<file path="src/shared/sync_irq_protect_consts.svh">
// constants for the sync sampling, interrupt pin and protection block
// assumes: included by bare name, definitions only
`ifndef SYNC_IRQ_PROTECT_CONSTS_SVH
`define SYNC_IRQ_PROTECT_CONSTS_SVH
// ------------------------------------------------------------
// register offsets
// ------------------------------------------------------------
`define ADDR_OFS_LO       8'h70
`define ADDR_OFS_HI       8'h71
`define ADDR_APPLIED_LO   8'h72
`define ADDR_APPLIED_HI   8'h73
`define ADDR_IRQ_STATUS   8'h60
`define ADDR_IRQ_MASK     8'h61
`define ADDR_SYNC_PHASE   8'h7B
`define ADDR_SYNC_MON     8'h7C
`define ADDR_INT_CFG      8'h7D
`define ADDR_PROT_KEY     8'h7E
// ------------------------------------------------------------
// reset values and key codes
// ------------------------------------------------------------
`define RST_SYNC_PHASE    8'h00
`define RST_SYNC_MON      8'h2B
`define RST_INT_CFG       8'h02
`define RST_PROT_KEY      8'h85
`define KEY_FULL          8'h85
`define KEY_SINGLE        8'h86
`define KEY_RELOCK        8'h84
// ------------------------------------------------------------
// field positions
// ------------------------------------------------------------
`define MON_CAL_BIT       7
`define INT_GPO_BIT       2
`define INT_TRI_BIT       1
`define INT_POL_BIT       0
`define EV_CAL_BIT        3
`define EV_BLOCK_BIT      4
// ------------------------------------------------------------
// timing: reference clock unit interval in system clocks
// ------------------------------------------------------------
`define CLK_PERIOD_NS     50
`define REF_PERIOD_NS     400
`define UI_CYCLES         (`REF_PERIOD_NS / `CLK_PERIOD_NS)
`define HALF_UI_CYCLES    (`UI_CYCLES / 2)
`define HIST_LEN          (3 * `HALF_UI_CYCLES + 1)
`endif

</file>
<file path="src/shared/sync_irq_protect_pkg.sv">
// types shared by the sync sampling, interrupt and protection block
// assumes: compiled before any design file
package sync_irq_protect_pkg;
  // calibration routine steps
  typedef enum logic [1:0] {
    CAL_IDLE,
    CAL_DOWN,
    CAL_RESET,
    CAL_UP
  } cal_state_e;

  // one register bus request
  typedef struct packed {
    logic       wr;
    logic       rd;
    logic [7:0] addr;
    logic [7:0] wdata;
  } reg_req_s;
endpackage

</file>
<file path="src/logic/sync_irq_protect_regs.sv">
// sync input sampling, phase offset ramp/calibration, interrupt pin
// and write protection, reached over a plain register port.
// assumes: one 20 MHz clock, synchronous reset, sync pins asynchronous
`include "sync_irq_protect_consts.svh"
`timescale 1ns/1ps
`default_nettype none

module sync_irq_protect_regs (
  input  wire logic                               sys_clk,
  input  wire logic                               sys_rst,
  input  wire sync_irq_protect_pkg::reg_req_s     reg_req,
  output logic [7:0]                              rd_data,
  input  wire logic [2:0]                         sync_pin,
  output logic [2:0]                              sync_sampled,
  output logic [15:0]                             applied_offset,
  output logic                                    holdover,
  output logic                                    divider_reset,
  output logic                                    irq,
  output logic                                    irq_pin_out,
  output logic                                    irq_pin_oe
);

  // ------------------------------------------------------------
  // state
  // ------------------------------------------------------------
  logic [7:0]  sync_sampling_phase;
  logic [7:0]  sync_monitor_config;
  logic [7:0]  interrupt_pin_config;
  logic [7:0]  write_protection_key;
  logic [7:0]  irq_status;
  logic [7:0]  irq_mask;
  logic [15:0] ofs_target;
  logic [2:0]  sync_s1;
  logic [2:0]  sync_s2;
  logic [2:0]  sync_s3;
  logic [2:0]  sync_flt;
  logic [`HIST_LEN-1:0] hist [3];
  logic [3:0]  ref_cnt;
  logic        ref_tick;
  sync_irq_protect_pkg::cal_state_e cal_state;

  // ------------------------------------------------------------
  // helpers
  // ------------------------------------------------------------
  // history tap for one offset code; nominal sits half a UI deep so
  // that "early" still has a real sample to look at
  function automatic logic [3:0] tap(input logic [1:0] code);
    case (code)
      2'b00:   tap = 4'(`HALF_UI_CYCLES);
      2'b01:   tap = 4'h0;
      2'b10:   tap = 4'(3 * `HALF_UI_CYCLES);
      default: tap = 4'(2 * `HALF_UI_CYCLES);
    endcase
  endfunction

  // one step of the ramp toward a goal
  function automatic logic [15:0] step(input logic [15:0] cur,
                                       input logic [15:0] goal);
    if (cur < goal) begin
      step = cur + 16'h0001;
    end else if (cur > goal) begin
      step = cur - 16'h0001;
    end else begin
      step = cur;
    end
  endfunction

  // read selection
  function automatic logic [7:0] rd_sel(input logic [7:0] a,
                                        input logic [15:0] tgt,
                                        input logic [15:0] app);
    case (a)
      `ADDR_OFS_LO:     rd_sel = tgt[7:0];
      `ADDR_OFS_HI:     rd_sel = tgt[15:8];
      `ADDR_APPLIED_LO: rd_sel = app[7:0];
      `ADDR_APPLIED_HI: rd_sel = app[15:8];
      default:          rd_sel = 8'h00;
    endcase
  endfunction

  // ------------------------------------------------------------
  // register port decode
  // ------------------------------------------------------------
  // the key register is always writable, otherwise nothing could unlock
  wire       key_sel    = reg_req.wr && (reg_req.addr == `ADDR_PROT_KEY);
  wire       unlocked   = (write_protection_key == `KEY_FULL) ||
                          (write_protection_key == `KEY_SINGLE);
  wire       wr_other   = reg_req.wr && !key_sel;
  wire       wr_ok      = wr_other && unlocked;
  wire       wr_blocked = wr_other && !unlocked;
  wire       hit_phase  = wr_ok && (reg_req.addr == `ADDR_SYNC_PHASE);
  wire       hit_mon    = wr_ok && (reg_req.addr == `ADDR_SYNC_MON);
  wire       hit_int    = wr_ok && (reg_req.addr == `ADDR_INT_CFG);
  wire       hit_stat   = wr_ok && (reg_req.addr == `ADDR_IRQ_STATUS);
  wire       hit_mask   = wr_ok && (reg_req.addr == `ADDR_IRQ_MASK);
  wire       hit_lo     = wr_ok && (reg_req.addr == `ADDR_OFS_LO);
  wire       hit_hi     = wr_ok && (reg_req.addr == `ADDR_OFS_HI);

  wire [7:0] rd_mux =
    (reg_req.addr == `ADDR_SYNC_PHASE) ? sync_sampling_phase  :
    (reg_req.addr == `ADDR_SYNC_MON)   ? sync_monitor_config  :
    (reg_req.addr == `ADDR_INT_CFG)    ? interrupt_pin_config :
    (reg_req.addr == `ADDR_PROT_KEY)   ? write_protection_key :
    (reg_req.addr == `ADDR_IRQ_STATUS) ? irq_status           :
    (reg_req.addr == `ADDR_IRQ_MASK)   ? irq_mask             :
    rd_sel(reg_req.addr, ofs_target, applied_offset);

  // ------------------------------------------------------------
  // calibration and ramp decode
  // ------------------------------------------------------------
  wire cal_idle   = (cal_state == sync_irq_protect_pkg::CAL_IDLE);
  wire cal_start  = hit_mon && reg_req.wdata[`MON_CAL_BIT] && cal_idle;
  wire cal_finish = (cal_state == sync_irq_protect_pkg::CAL_UP) &&
                    (applied_offset == ofs_target);
  wire [15:0] ramp_goal =
    (cal_state == sync_irq_protect_pkg::CAL_DOWN) ? 16'h0000 : ofs_target;
  // the ramp pauses for the one cycle in which the dividers restart
  wire        ramp_en   = ref_tick &&
                          (cal_state != sync_irq_protect_pkg::CAL_RESET);

  // ------------------------------------------------------------
  // sync sampling decode
  // ------------------------------------------------------------
  logic [2:0] next_sampled;
  logic [2:0] sync_fall;
  always_comb begin
    for (int i = 0; i < 3; i++) begin
      next_sampled[i] = hist[i][tap(sync_sampling_phase[2*i +: 2])];
    end
  end
  // a falling edge counts only at the reference tick, so an edge up to
  // half a UI either side of its slot lands in the same sample
  assign sync_fall = ref_tick ? (sync_sampled & ~next_sampled)
                              : 3'h0;

  // ------------------------------------------------------------
  // interrupt decode
  // ------------------------------------------------------------
  wire [7:0] events   = {3'h0, wr_blocked, cal_finish, sync_fall};
  wire [7:0] clr_bits = hit_stat ? reg_req.wdata : 8'h00;
  // a new event beats a write-one clear in the same cycle
  wire [7:0] next_status = (irq_status & ~clr_bits) | events;
  wire       irq_active  = |(irq_status & irq_mask);
  wire       pol      = interrupt_pin_config[`INT_POL_BIT];
  wire       next_pin_out =
    interrupt_pin_config[`INT_GPO_BIT] ? pol
                                       : (irq_active ? pol : !pol);
  wire       next_pin_oe =
    interrupt_pin_config[`INT_GPO_BIT] ||
    !interrupt_pin_config[`INT_TRI_BIT] || irq_active;

  // ------------------------------------------------------------
  // register file
  // ------------------------------------------------------------
  // configuration registers, gated by the protection decode
  always_ff @(posedge sys_clk) begin
    if (sys_rst) begin
      sync_sampling_phase  <= `RST_SYNC_PHASE;
      interrupt_pin_config <= `RST_INT_CFG;
      irq_mask             <= 8'h00;
      ofs_target           <= 16'h0000;
    end else begin
      if (hit_phase) sync_sampling_phase  <= reg_req.wdata;
      if (hit_int)   interrupt_pin_config <= reg_req.wdata;
      if (hit_mask)  irq_mask             <= reg_req.wdata;
      if (hit_lo)    ofs_target[7:0]      <= reg_req.wdata;
      if (hit_hi)    ofs_target[15:8]     <= reg_req.wdata;
    end
  end

  // start bit clears itself when the routine ends
  always_ff @(posedge sys_clk) begin
    if (sys_rst) begin
      sync_monitor_config <= `RST_SYNC_MON;
    end else if (hit_mon) begin
      sync_monitor_config <= reg_req.wdata;
    end else if (cal_finish) begin
      sync_monitor_config[`MON_CAL_BIT] <= 1'b0;
    end
  end

  // single-shot key falls back to a locked code after one write
  always_ff @(posedge sys_clk) begin
    if (sys_rst) begin
      write_protection_key <= `RST_PROT_KEY;
    end else if (key_sel) begin
      write_protection_key <= reg_req.wdata;
    end else if (wr_ok && write_protection_key == `KEY_SINGLE) begin
      write_protection_key <= `KEY_RELOCK;
    end
  end

  // read data stands in the cycle after the strobe only
  always_ff @(posedge sys_clk) begin
    if (sys_rst) begin
      rd_data <= 8'h00;
    end else begin
      rd_data <= reg_req.rd ? rd_mux : 8'h00;
    end
  end

  // ------------------------------------------------------------
  // sync inputs: three-stage capture, agreement filter, history
  // ------------------------------------------------------------
  // only the second stage reads the first; a change is taken once the
  // second and third stages agree
  always_ff @(posedge sys_clk) begin
    if (sys_rst) begin
      sync_s1  <= 3'h0;
      sync_s2  <= 3'h0;
      sync_s3  <= 3'h0;
      sync_flt <= 3'h0;
    end else begin
      sync_s1  <= sync_pin;
      sync_s2  <= sync_s1;
      sync_s3  <= sync_s2;
      sync_flt <= (sync_s2 & sync_s3) | (sync_flt & (sync_s2 ^ sync_s3));
    end
  end

  // history of each filtered input, one bit per system clock
  always_ff @(posedge sys_clk) begin
    for (int i = 0; i < 3; i++) begin
      if (sys_rst) begin
        hist[i] <= '0;
      end else begin
        hist[i] <= {hist[i][`HIST_LEN-2:0], sync_flt[i]};
      end
    end
  end

  // reference clock divider: the tick marks its falling edge
  always_ff @(posedge sys_clk) begin
    if (sys_rst) begin
      ref_cnt  <= 4'h0;
      ref_tick <= 1'b0;
    end else begin
      ref_cnt  <= (ref_cnt == 4'(`UI_CYCLES - 1)) ? 4'h0
                                                  : ref_cnt + 4'h1;
      ref_tick <= (ref_cnt == 4'(`UI_CYCLES - 1));
    end
  end

  // sample each input at the tap its offset code selects
  always_ff @(posedge sys_clk) begin
    if (sys_rst) begin
      sync_sampled <= 3'h0;
    end else if (ref_tick) begin
      sync_sampled <= next_sampled;
    end
  end

  // ------------------------------------------------------------
  // phase offset ramp and calibration routine
  // ------------------------------------------------------------
  // one step per UI keeps every change gradual; the routine reuses
  // the same ramp so no step shows outside
  always_ff @(posedge sys_clk) begin
    if (sys_rst) begin
      applied_offset <= 16'h0000;
    end else if (ramp_en) begin
      applied_offset <= step(applied_offset, ramp_goal);
    end
  end

  always_ff @(posedge sys_clk) begin
    if (sys_rst) begin
      cal_state     <= sync_irq_protect_pkg::CAL_IDLE;
      holdover      <= 1'b0;
      divider_reset <= 1'b0;
    end else begin
      divider_reset <= 1'b0;
      case (cal_state)
        sync_irq_protect_pkg::CAL_IDLE: begin
          if (cal_start) begin
            cal_state <= sync_irq_protect_pkg::CAL_DOWN;
            holdover  <= 1'b1;
          end
        end
        sync_irq_protect_pkg::CAL_DOWN: begin
          if (applied_offset == 16'h0000) begin
            cal_state     <= sync_irq_protect_pkg::CAL_RESET;
            divider_reset <= 1'b1;
          end
        end
        sync_irq_protect_pkg::CAL_RESET: begin
          cal_state <= sync_irq_protect_pkg::CAL_UP;
        end
        sync_irq_protect_pkg::CAL_UP: begin
          if (cal_finish) begin
            cal_state <= sync_irq_protect_pkg::CAL_IDLE;
            holdover  <= 1'b0;
          end
        end
        default: begin
          cal_state <= sync_irq_protect_pkg::CAL_IDLE;
          holdover  <= 1'b0;
        end
      endcase
    end
  end

  // ------------------------------------------------------------
  // interrupt status and pin
  // ------------------------------------------------------------
  // irq and pin lag the status by one cycle so all outputs are flops
  always_ff @(posedge sys_clk) begin
    if (sys_rst) begin
      irq_status  <= 8'h00;
      irq         <= 1'b0;
      irq_pin_out <= 1'b0;
      irq_pin_oe  <= 1'b0;
    end else begin
      irq_status  <= next_status;
      irq         <= irq_active;
      irq_pin_out <= next_pin_out;
      irq_pin_oe  <= next_pin_oe;
    end
  end

  // ------------------------------------------------------------
  // checks
  // ------------------------------------------------------------
  AST_EARLY_TAP: assert property (@(posedge sys_clk)
    disable iff (sys_rst)
    ref_tick && sync_sampling_phase[5:4] == 2'b01 |=>
      sync_sampled[2] == $past(sync_flt[2], 2))
    else $error("early sample tap wrong");
  AST_TARGET_TAP: assert property (@(posedge sys_clk)
    disable iff (sys_rst)
    ref_tick && sync_sampling_phase[1:0] == 2'b00 |=>
      sync_sampled[0] == $past(sync_flt[0], 6))
    else $error("on-target sample tap wrong");
  AST_RAMP_STEP: assert property (@(posedge sys_clk)
    disable iff (sys_rst)
    !$stable(applied_offset) |-> $past(ref_tick) &&
      (applied_offset - $past(applied_offset) == 16'h0001 ||
       $past(applied_offset) - applied_offset == 16'h0001))
    else $error("offset jumped");
  // the shortest routine (offset already zero) still holds three cycles
  AST_CAL_SEQ: assert property (@(posedge sys_clk)
    disable iff (sys_rst)
    cal_start |=> holdover [*3])
    else $error("calibration left holdover early");
  AST_DIV_ZERO: assert property (@(posedge sys_clk)
    disable iff (sys_rst)
    divider_reset |-> holdover && applied_offset == 16'h0000)
    else $error("divider reset with offset applied");
  AST_GPO: assert property (@(posedge sys_clk)
    disable iff (sys_rst)
    interrupt_pin_config[2] |=>
      irq_pin_oe && irq_pin_out == $past(interrupt_pin_config[0]))
    else $error("general output not driven at polarity");
  // any write but the key, while locked, leaves phase, pin config, mask and offset target alone
  AST_LOCKED: assert property (@(posedge sys_clk)
    disable iff (sys_rst)
    reg_req.wr && reg_req.addr != `ADDR_PROT_KEY &&
      write_protection_key != `KEY_FULL &&
      write_protection_key != `KEY_SINGLE |=>
      $stable(sync_sampling_phase) && $stable(interrupt_pin_config) &&
      $stable(irq_mask) && $stable(ofs_target))
    else $error("write accepted while protected");
  AST_TRISTATE: assert property (@(posedge sys_clk)
    disable iff (sys_rst)
    !interrupt_pin_config[2] && interrupt_pin_config[1] && !irq_active
      |=> !irq_pin_oe)
    else $error("pin driven while idle in tristate mode");
  COV_CAL: cover property (@(posedge sys_clk) disable iff (sys_rst)
    cal_finish);
  COV_SINGLE: cover property (@(posedge sys_clk) disable iff (sys_rst)
    wr_ok && write_protection_key == `KEY_SINGLE);
  COV_IRQ: cover property (@(posedge sys_clk) disable iff (sys_rst)
    irq && irq_pin_oe);

endmodule

`default_nettype wire

</file>
<file path="config.mk">
export PLATFORM = sky130hd
export DESIGN_NAME = sync_irq_protect_regs
export DESIGN_NICKNAME = d
export VERILOG_FILES = /design/src/shared/sync_irq_protect_pkg.sv /design/src/logic/sync_irq_protect_regs.sv
export VERILOG_INCLUDE_DIRS = /design/src /design/src/shared
export SDC_FILE = /design/constraint.sdc
export NUM_CORES = 1
export LEC_CHECK = 0
export ABC_AREA = 1
export BUFFER_PORTS_ARGS = -buffer_cell sky130_fd_sc_hd__buf_4
export CAP_MARGIN = 20
export CORE_UTILIZATION = 30
export CTS_CLUSTER_DIAMETER = 200
export DETAILED_ROUTE_END_ITERATION = 10
export GPL_TIMING_DRIVEN = 0
export PLACE_DENSITY = 0.45
export SKIP_LAST_GASP = 1
export SLEW_MARGIN = 20
export SYNTH_ARGS = -nofsm -noshare
export SYNTH_HDL_FRONTEND = slang
export SYNTH_SLANG_ARGS = --single-unit
</file>
<file path="constraint.sdc">
create_clock -name sys_clk -period 6.69 [get_ports sys_clk]
set_clock_uncertainty 0.15 [all_clocks]
set_input_delay 0.669 -clock sys_clk [delete_from_list [all_inputs] [get_ports sys_clk]]
set_output_delay 0.669 -clock sys_clk [all_outputs]
set_load 0.02 [all_outputs]
</file>
* After elaboration in Yosys (flattened, before gate mapping)
Memories as Yosys holds them, arrays and structs flattened.
Index checks and enable logic that the tools add are counted.
** Word-level totals
- Bits in registers :: 115
- Memory bits (writable) :: 39
- Memories :: 1
** Memory list
- hist :: depth 3, width 13, rd ports 3, clocked after Yosys merged registers in 0, wr ports 3, RTL line sync_irq_protect_regs.sv:37 : logic [`HIST_LEN-1:0] hist [3];
** Cells by class
- Bitwise gates (word level) :: 15
- Muxes and demuxes :: 40
- Eq/ne operators :: 27
- Add/subtract/negate cells :: 3
- Reduce and logical (&&, ||, !) cells :: 39
- Order comparisons :: 5
** Operators by type and width (number)
- 8-bit by 7-bit equality test with 1-bit output (second input constant) :: 10
- 8-bit 2-to-1 mux :: 9
- 16-bit 2-to-1 mux :: 3
- 13-bit 2-to-1 mux :: 3
- 4-bit case mux with 3 select lines :: 3
- 8-bit case mux with 4 select lines :: 1
- 16-bit by 1-bit adder with 16-bit output (second input constant) :: 1
- 8-bit AND :: 2
- 16-bit equality test :: 1
- 8-bit equality test (second input constant) :: 2
- 16-bit greater-than comparator :: 1
- 1-bit logical AND :: 16
- 16-bit logical NOT :: 1
- 16-bit < comparator :: 1
- 16-bit by 1-bit subtractor with 16-bit output (second input constant) :: 1
- 4-bit by 5-bit < comparator with 1-bit output (second input constant) :: 3
- 1-bit binary-select mux with 4-bit select :: 3
- 1-bit 2-to-1 mux :: 12
- 2-bit equality test (second input constant) :: 5
- 3-bit AND :: 3
- 2-bit by 1-bit equality test with 1-bit output (second input constant) :: 4
- 2-bit logical NOT :: 4
- 8-bit inverter :: 1
- 8-bit by 5-bit OR with 8-bit output :: 1
- 20 further kinds :: 38

* Logic depth before layout (Yosys ltp)
- Depth after elaboration :: 10
- Gate-level depth with buffers :: 26
- Depth with buffers taken out :: 26

* Worst setup path after synthesis
Ideal clock, no wire load.
- Path type :: reg-to-reg
- From :: reg cal_state[1]
- To :: reg applied_offset[14]
- Data arrival time :: 3.361 ns
- Setup slack :: 3.059 ns
- Clock period less this slack :: 3.631 ns
- Data required time :: 6.420 ns
- Library setup time :: 0.120 ns
- Cell stages (with the launch flop) :: 23
- Cell sequence :: dfxtp_1 > inv_1 > ha_1 > inv_1 > clkbuf_1 > nand2_1 > ha_1 > nand2_1 > inv_1 > nand3_1 > nor3_1 > nand2_1 > nand2_1 > inv_1 > fa_1 > inv_1 > nand3_1 > nand2_1 > a21oi_1 > nand3b_1 > nand2_1 > xor2_1 > a21oi_1
** On the way
- Word-level cells in the longest chain between the ends :: 5
- Elaborated cells on any way between the ends :: 9
- Classes of those cells :: 2 x order compare; 2 x eq/ne; 2 x mux; 3 x reduce/logical
** RTL lines
- from (decl) :: RTL line sync_irq_protect_regs.sv:40 : sync_irq_protect_pkg::cal_state_e cal_state;
- from (signal assigned) :: RTL line sync_irq_protect_regs.sv:268 : cal_state <= sync_irq_protect_pkg::CAL_IDLE;
- from (signal assigned) :: RTL line sync_irq_protect_regs.sv:276 : cal_state <= sync_irq_protect_pkg::CAL_DOWN;
- from (signal assigned) :: RTL line sync_irq_protect_regs.sv:282 : cal_state <= sync_irq_protect_pkg::CAL_RESET;
- 2-bit by 1-bit equality test with 1-bit output :: RTL line sync_irq_protect_regs.sv:116 : (cal_state == sync_irq_protect_pkg::CAL_DOWN) ? 16'h0000 : ofs_target;
- 16-bit 2-to-1 mux :: RTL line sync_irq_protect_regs.sv:116
- 16-bit < comparator or 16-bit greater-than comparator (tied branches) :: RTL line sync_irq_protect_regs.sv:59, sync_irq_protect_regs.sv:61
- 2-bit nonzero test (no source line)
- 2-bit AND reduction (no source line)
- to (signal assigned) :: RTL line sync_irq_protect_regs.sv:262 : applied_offset <= step(applied_offset, ramp_goal);
- to (decl) :: RTL line sync_irq_protect_regs.sv:15 : output logic [15:0] applied_offset,
Several ways; a longest one is shown, not always the timed one.
A chain may end at the register's enable or synchronous reset.

* Final worst setup path
- From :: reg cal_state[1]
- To :: reg applied_offset[9]
The elaborated chain is that of the path after synthesis.

==> impl_summary.log <==
INFO  metric dieWidth = around 160 um
INFO  metric fraction_of_synthesized_cell_area_in_xor_and_xnor_cells = 0.02881
INFO  metric port_buffers = 52
INFO  metric synth_adder_area_share = 0.06683
INFO  metric power.leakage = 4.115 nW
INFO  metric final_layout_size_suffix_gt1_frac = 0.1078
INFO  metric core_area = 24,600 um^2
INFO  metric cts.reportedPaths.clkPinSlew = 70 ps
INFO  metric irDropWorstVdd = 0.0001530 V
INFO  metric insertedDiodeCount = 0
INFO  metric crit_path_cell_trace = inv_1 > ha_1 > inv_1 > clkbuf_1 > nand2_1 > ha_1 > nand2_1 > o21bai_1 > nand2_1 > a21oi_1 > nand2_1 > ha_1 > a21oi_1 > nand2_1 > nand2_1 > nand2_1 > a21oi_1 > xor2_1 > o21ai_0 > a21oi_1
INFO  metric finalInstanceArea = 8979 um^2
INFO  metric cp_data_arrival_time = between 4000 and 5000 ps
INFO  metric multi_input_area = 3762 um^2
INFO  metric synth_simple_gate_area_frac = 0.2644
INFO  metric grt_antenna_before_repair = 0
INFO  metric synth-seq-area-share = 0.4056
INFO  metric cts_hold_buf = 0
INFO  metric synth.net_count = ~1,100
INFO  metric final_antenna_net_count = 0
INFO  metric drv_slew = 0
INFO  metric grt_max_degree = 19
INFO  metric top_library_cells_by_usage_in_the_layout_fill_and_taps_aside = 210 x nand2_1, 157 x inv_1, 154 x dfxtp_1
INFO  metric cts_made_buffers = 17
INFO  metric hold_viol = 0
INFO  metric register_area = 3083 um^2
INFO  metric setup-tns-final = 0 ps
INFO  metric critPathSlowestCell = ha_1
INFO  metric synth_top_family_by_area = simple AND/OR/NAND/NOR gates
INFO  metric top_level_ports = 55
INFO  metric end_kind = flip-flop
INFO  metric synthesis.yosys.warnings = 0
INFO  metric cts_tree = yes
INFO  metric critical_path_required = between 6000 and 7000 ps
INFO  metric nNetsFinal = 1,191
INFO  metric gp_congestion = between 0.8 and 0.9
INFO  metric max_freq = 224.8 MHz
INFO  metric synth_compound_area_frac = 0.1350
INFO  metric startpoint_type = flip-flop
INFO  metric rsz0062_at_grt = false
INFO  metric detailroute.via_count = 6,722
INFO  metric period_share = 0.6650
INFO  metric global_route.overflow_total = 0
INFO  metric fill_cells = 2,674
INFO  metric r2r_start = cal_state[1]
INFO  metric dominantRegCellSynth = dfxtp_1
INFO  metric max_slew.worst_pin.slew = 785.9 ps
INFO  metric post_synth_instance_area = 7601 um^2
INFO  metric synth.mux.area_fraction = 0
INFO  metric number_of_buffers_on_the_longest_clock_path = 2
INFO  metric yosysUniqueCellTypes = 44
INFO  metric syn_to_final_growth = 18.12%
INFO  metric regToRegSetupSlack = 2240 ps
INFO  metric worst_skew_pair.late_latency = 430 ps
INFO  metric biggest_fanout_along_the_worst_timing_path = 18
INFO  metric hp-class = flip-flop to flip-flop
INFO  metric p_per_area = 235.4 nW/um^2
INFO  metric mostFrequentLayoutCell = nand2_1
INFO  metric seq_cells_post_synth = about 150
INFO  metric htree_levels = 4
INFO  metric outcome = completed
INFO  metric first_pass_grt_wire_length = between 30,000 and 40,000 um
INFO  metric drc = 0
INFO  metric cpPeakStageDelay = around 560 ps
INFO  metric dieHeight = 161.2 um
INFO  metric totalWireLength = 22,920 um
INFO  metric firstDrtPassIters = 5
INFO  metric synth-edff-count = 0
INFO  metric grtUsageTotal = 0.1815
INFO  metric post_cts_resize_count = 0
INFO  metric min_period = 4449 ps
INFO  metric dp_hpwl = 17,600 um
INFO  metric route.detailed.vias_per_inst = between 4 and 5
INFO  metric rows = 57
INFO  metric syn_area_per_cell = 7.191 um^2
INFO  metric worstSetupPathType = flip-flop to flip-flop
INFO  metric cap_violations = 0
INFO  metric floorplan.initialDensity = 0.3089
INFO  metric final_count_of_negative_setup_slack_endpoints = 0
INFO  metric cts_post_setup_buffers_inserted = 0
INFO  metric dieArea = ~26,000 um^2
INFO  metric clock_sinks = 154
INFO  metric wire_per_inst = between 15 and 20 um
INFO  metric grt_pass1_vias = 6,329
INFO  metric worst_setup_path_startpoint = cal_state[1]
INFO  metric drtIter0Drc = 453
INFO  metric worst_slew_margin_rel = 0.4761
INFO  metric gate_count_after_technology_mapping = 1,057
INFO  metric post_dp_cell_area = 8397 um^2
INFO  metric hold_startpoint = sync_s1[0]
INFO  metric clockRootBuffer = clkbuf_16
INFO  metric cpMostUsedCell = nand2_1
INFO  metric ys_async_sr_fraction = 0
## per-layer routing
| metal | vias to the layer above | track usage | part of all wire |
|---|---|---|---|
| li1 | 3537 | - | - |
| met1 | 3029 | 0.2423 | 0.48 |
| met2 | 128 | 0.2917 | 0.45 |
| met3 | 28 | 0.03544 | 0.042 |
| met4 | 0 | 0.06175 | 0.023 |
| met5 | - | 0 | 0 |
## stage by stage
stage                       util  cells  hold WS, ps  total power [mW]  setup slack (ps)
after floorplan                -   1057        238.3             1.103              3059
after global placement    0.3413   1433        238.9             1.176              2154
after detailed placement  0.3413   1433        242.1             1.175              2193
after CTS                 0.3649   1465        251.8             2.140              2179
after global routing      0.3649   1465        265.0             2.201              1730
final                     0.3649   1465        251.8             2.114              2241
## cell type report
class                   instances  share of cell area
plain buffers                  27             0.01421
well taps                     324             0.04515
clock inverters                14             0.01700
multi-input cells             709              0.4190
inverters                     167             0.06996
clock buffers                  18             0.04780
repair buffers                 52             0.04348
flip-flops and latches        154              0.3434
## worst paths after layout
path / to / cells past startpoint
min: sync_s2[0] / 2
max reg2reg: applied_offset[9] / 20
max: applied_offset[9] / 20
min reg2reg: sync_s2[0] / 2
## kinds of logic (layout without fill, tap and decap cells)
kind of cell,count (synthesis),count (layout)
buffers and inverters,194,278
and+or+nand+nor,453,453
AOI/OAI and AO/OA,191,191
DFF,154,154
adders and majority gates,40,40
xor gates and xnor gates,25,25
## power breakdown
part           total [mW]  leakage (nW)  internal [mW]  switching (mW)
registers           0.943          1.24          0.933          0.0104
clock network       0.962         0.278          0.500           0.462
logic               0.209          2.59         0.0670           0.141
total                2.11          4.12           1.50           0.614
## sequential cells by signal, indices dropped and copies added (netlist names), 2 cells and up
register / count
cal_state: 2
sync_sampled: 3
ref_cnt: 4
sync_monitor_config: 8
sync_s1: 3
interrupt_pin_config: 8
write_protection_key: 8
irq_status: 8
sync_sampling_phase: 8
sync_flt: 3
sync_s2: 3
irq_mask: 8
ofs_target: 16
rd_data: 8
sync_s3: 3
applied_offset: 16
hist: 39
## synth_stat cells, drive strengths merged (3+ instances only)
master,number,area (um^2)
a21oi,80,400.4
dfxtp,154,3083
clkinv,4,16.26
o21ai,88,440.4
xor2,13,113.9
nand3,45,230.2
nor4,6,52.55
ha,39,488.0
nor2,141,563.0
o32ai,3,26.28
a211oi,7,62.56
nand4,21,152.6
xnor2,12,105.1
nand2,217,847.1
or2,4,25.02
nor3,14,103.9
buf,9,60.06
clkbuf,18,67.56
inv,163,611.8
o211ai,6,45.04
## critical path, delay by kind of cell (launching register included)
kind	cells	cell delay, ps
compound gates	6	860
buf+inv	3	650
simple gates	7	1080
xor+xnor	1	170
flops	1	360
fa+ha+maj	3	1100
No activity file was read; power rests on OpenSTA's default activity.
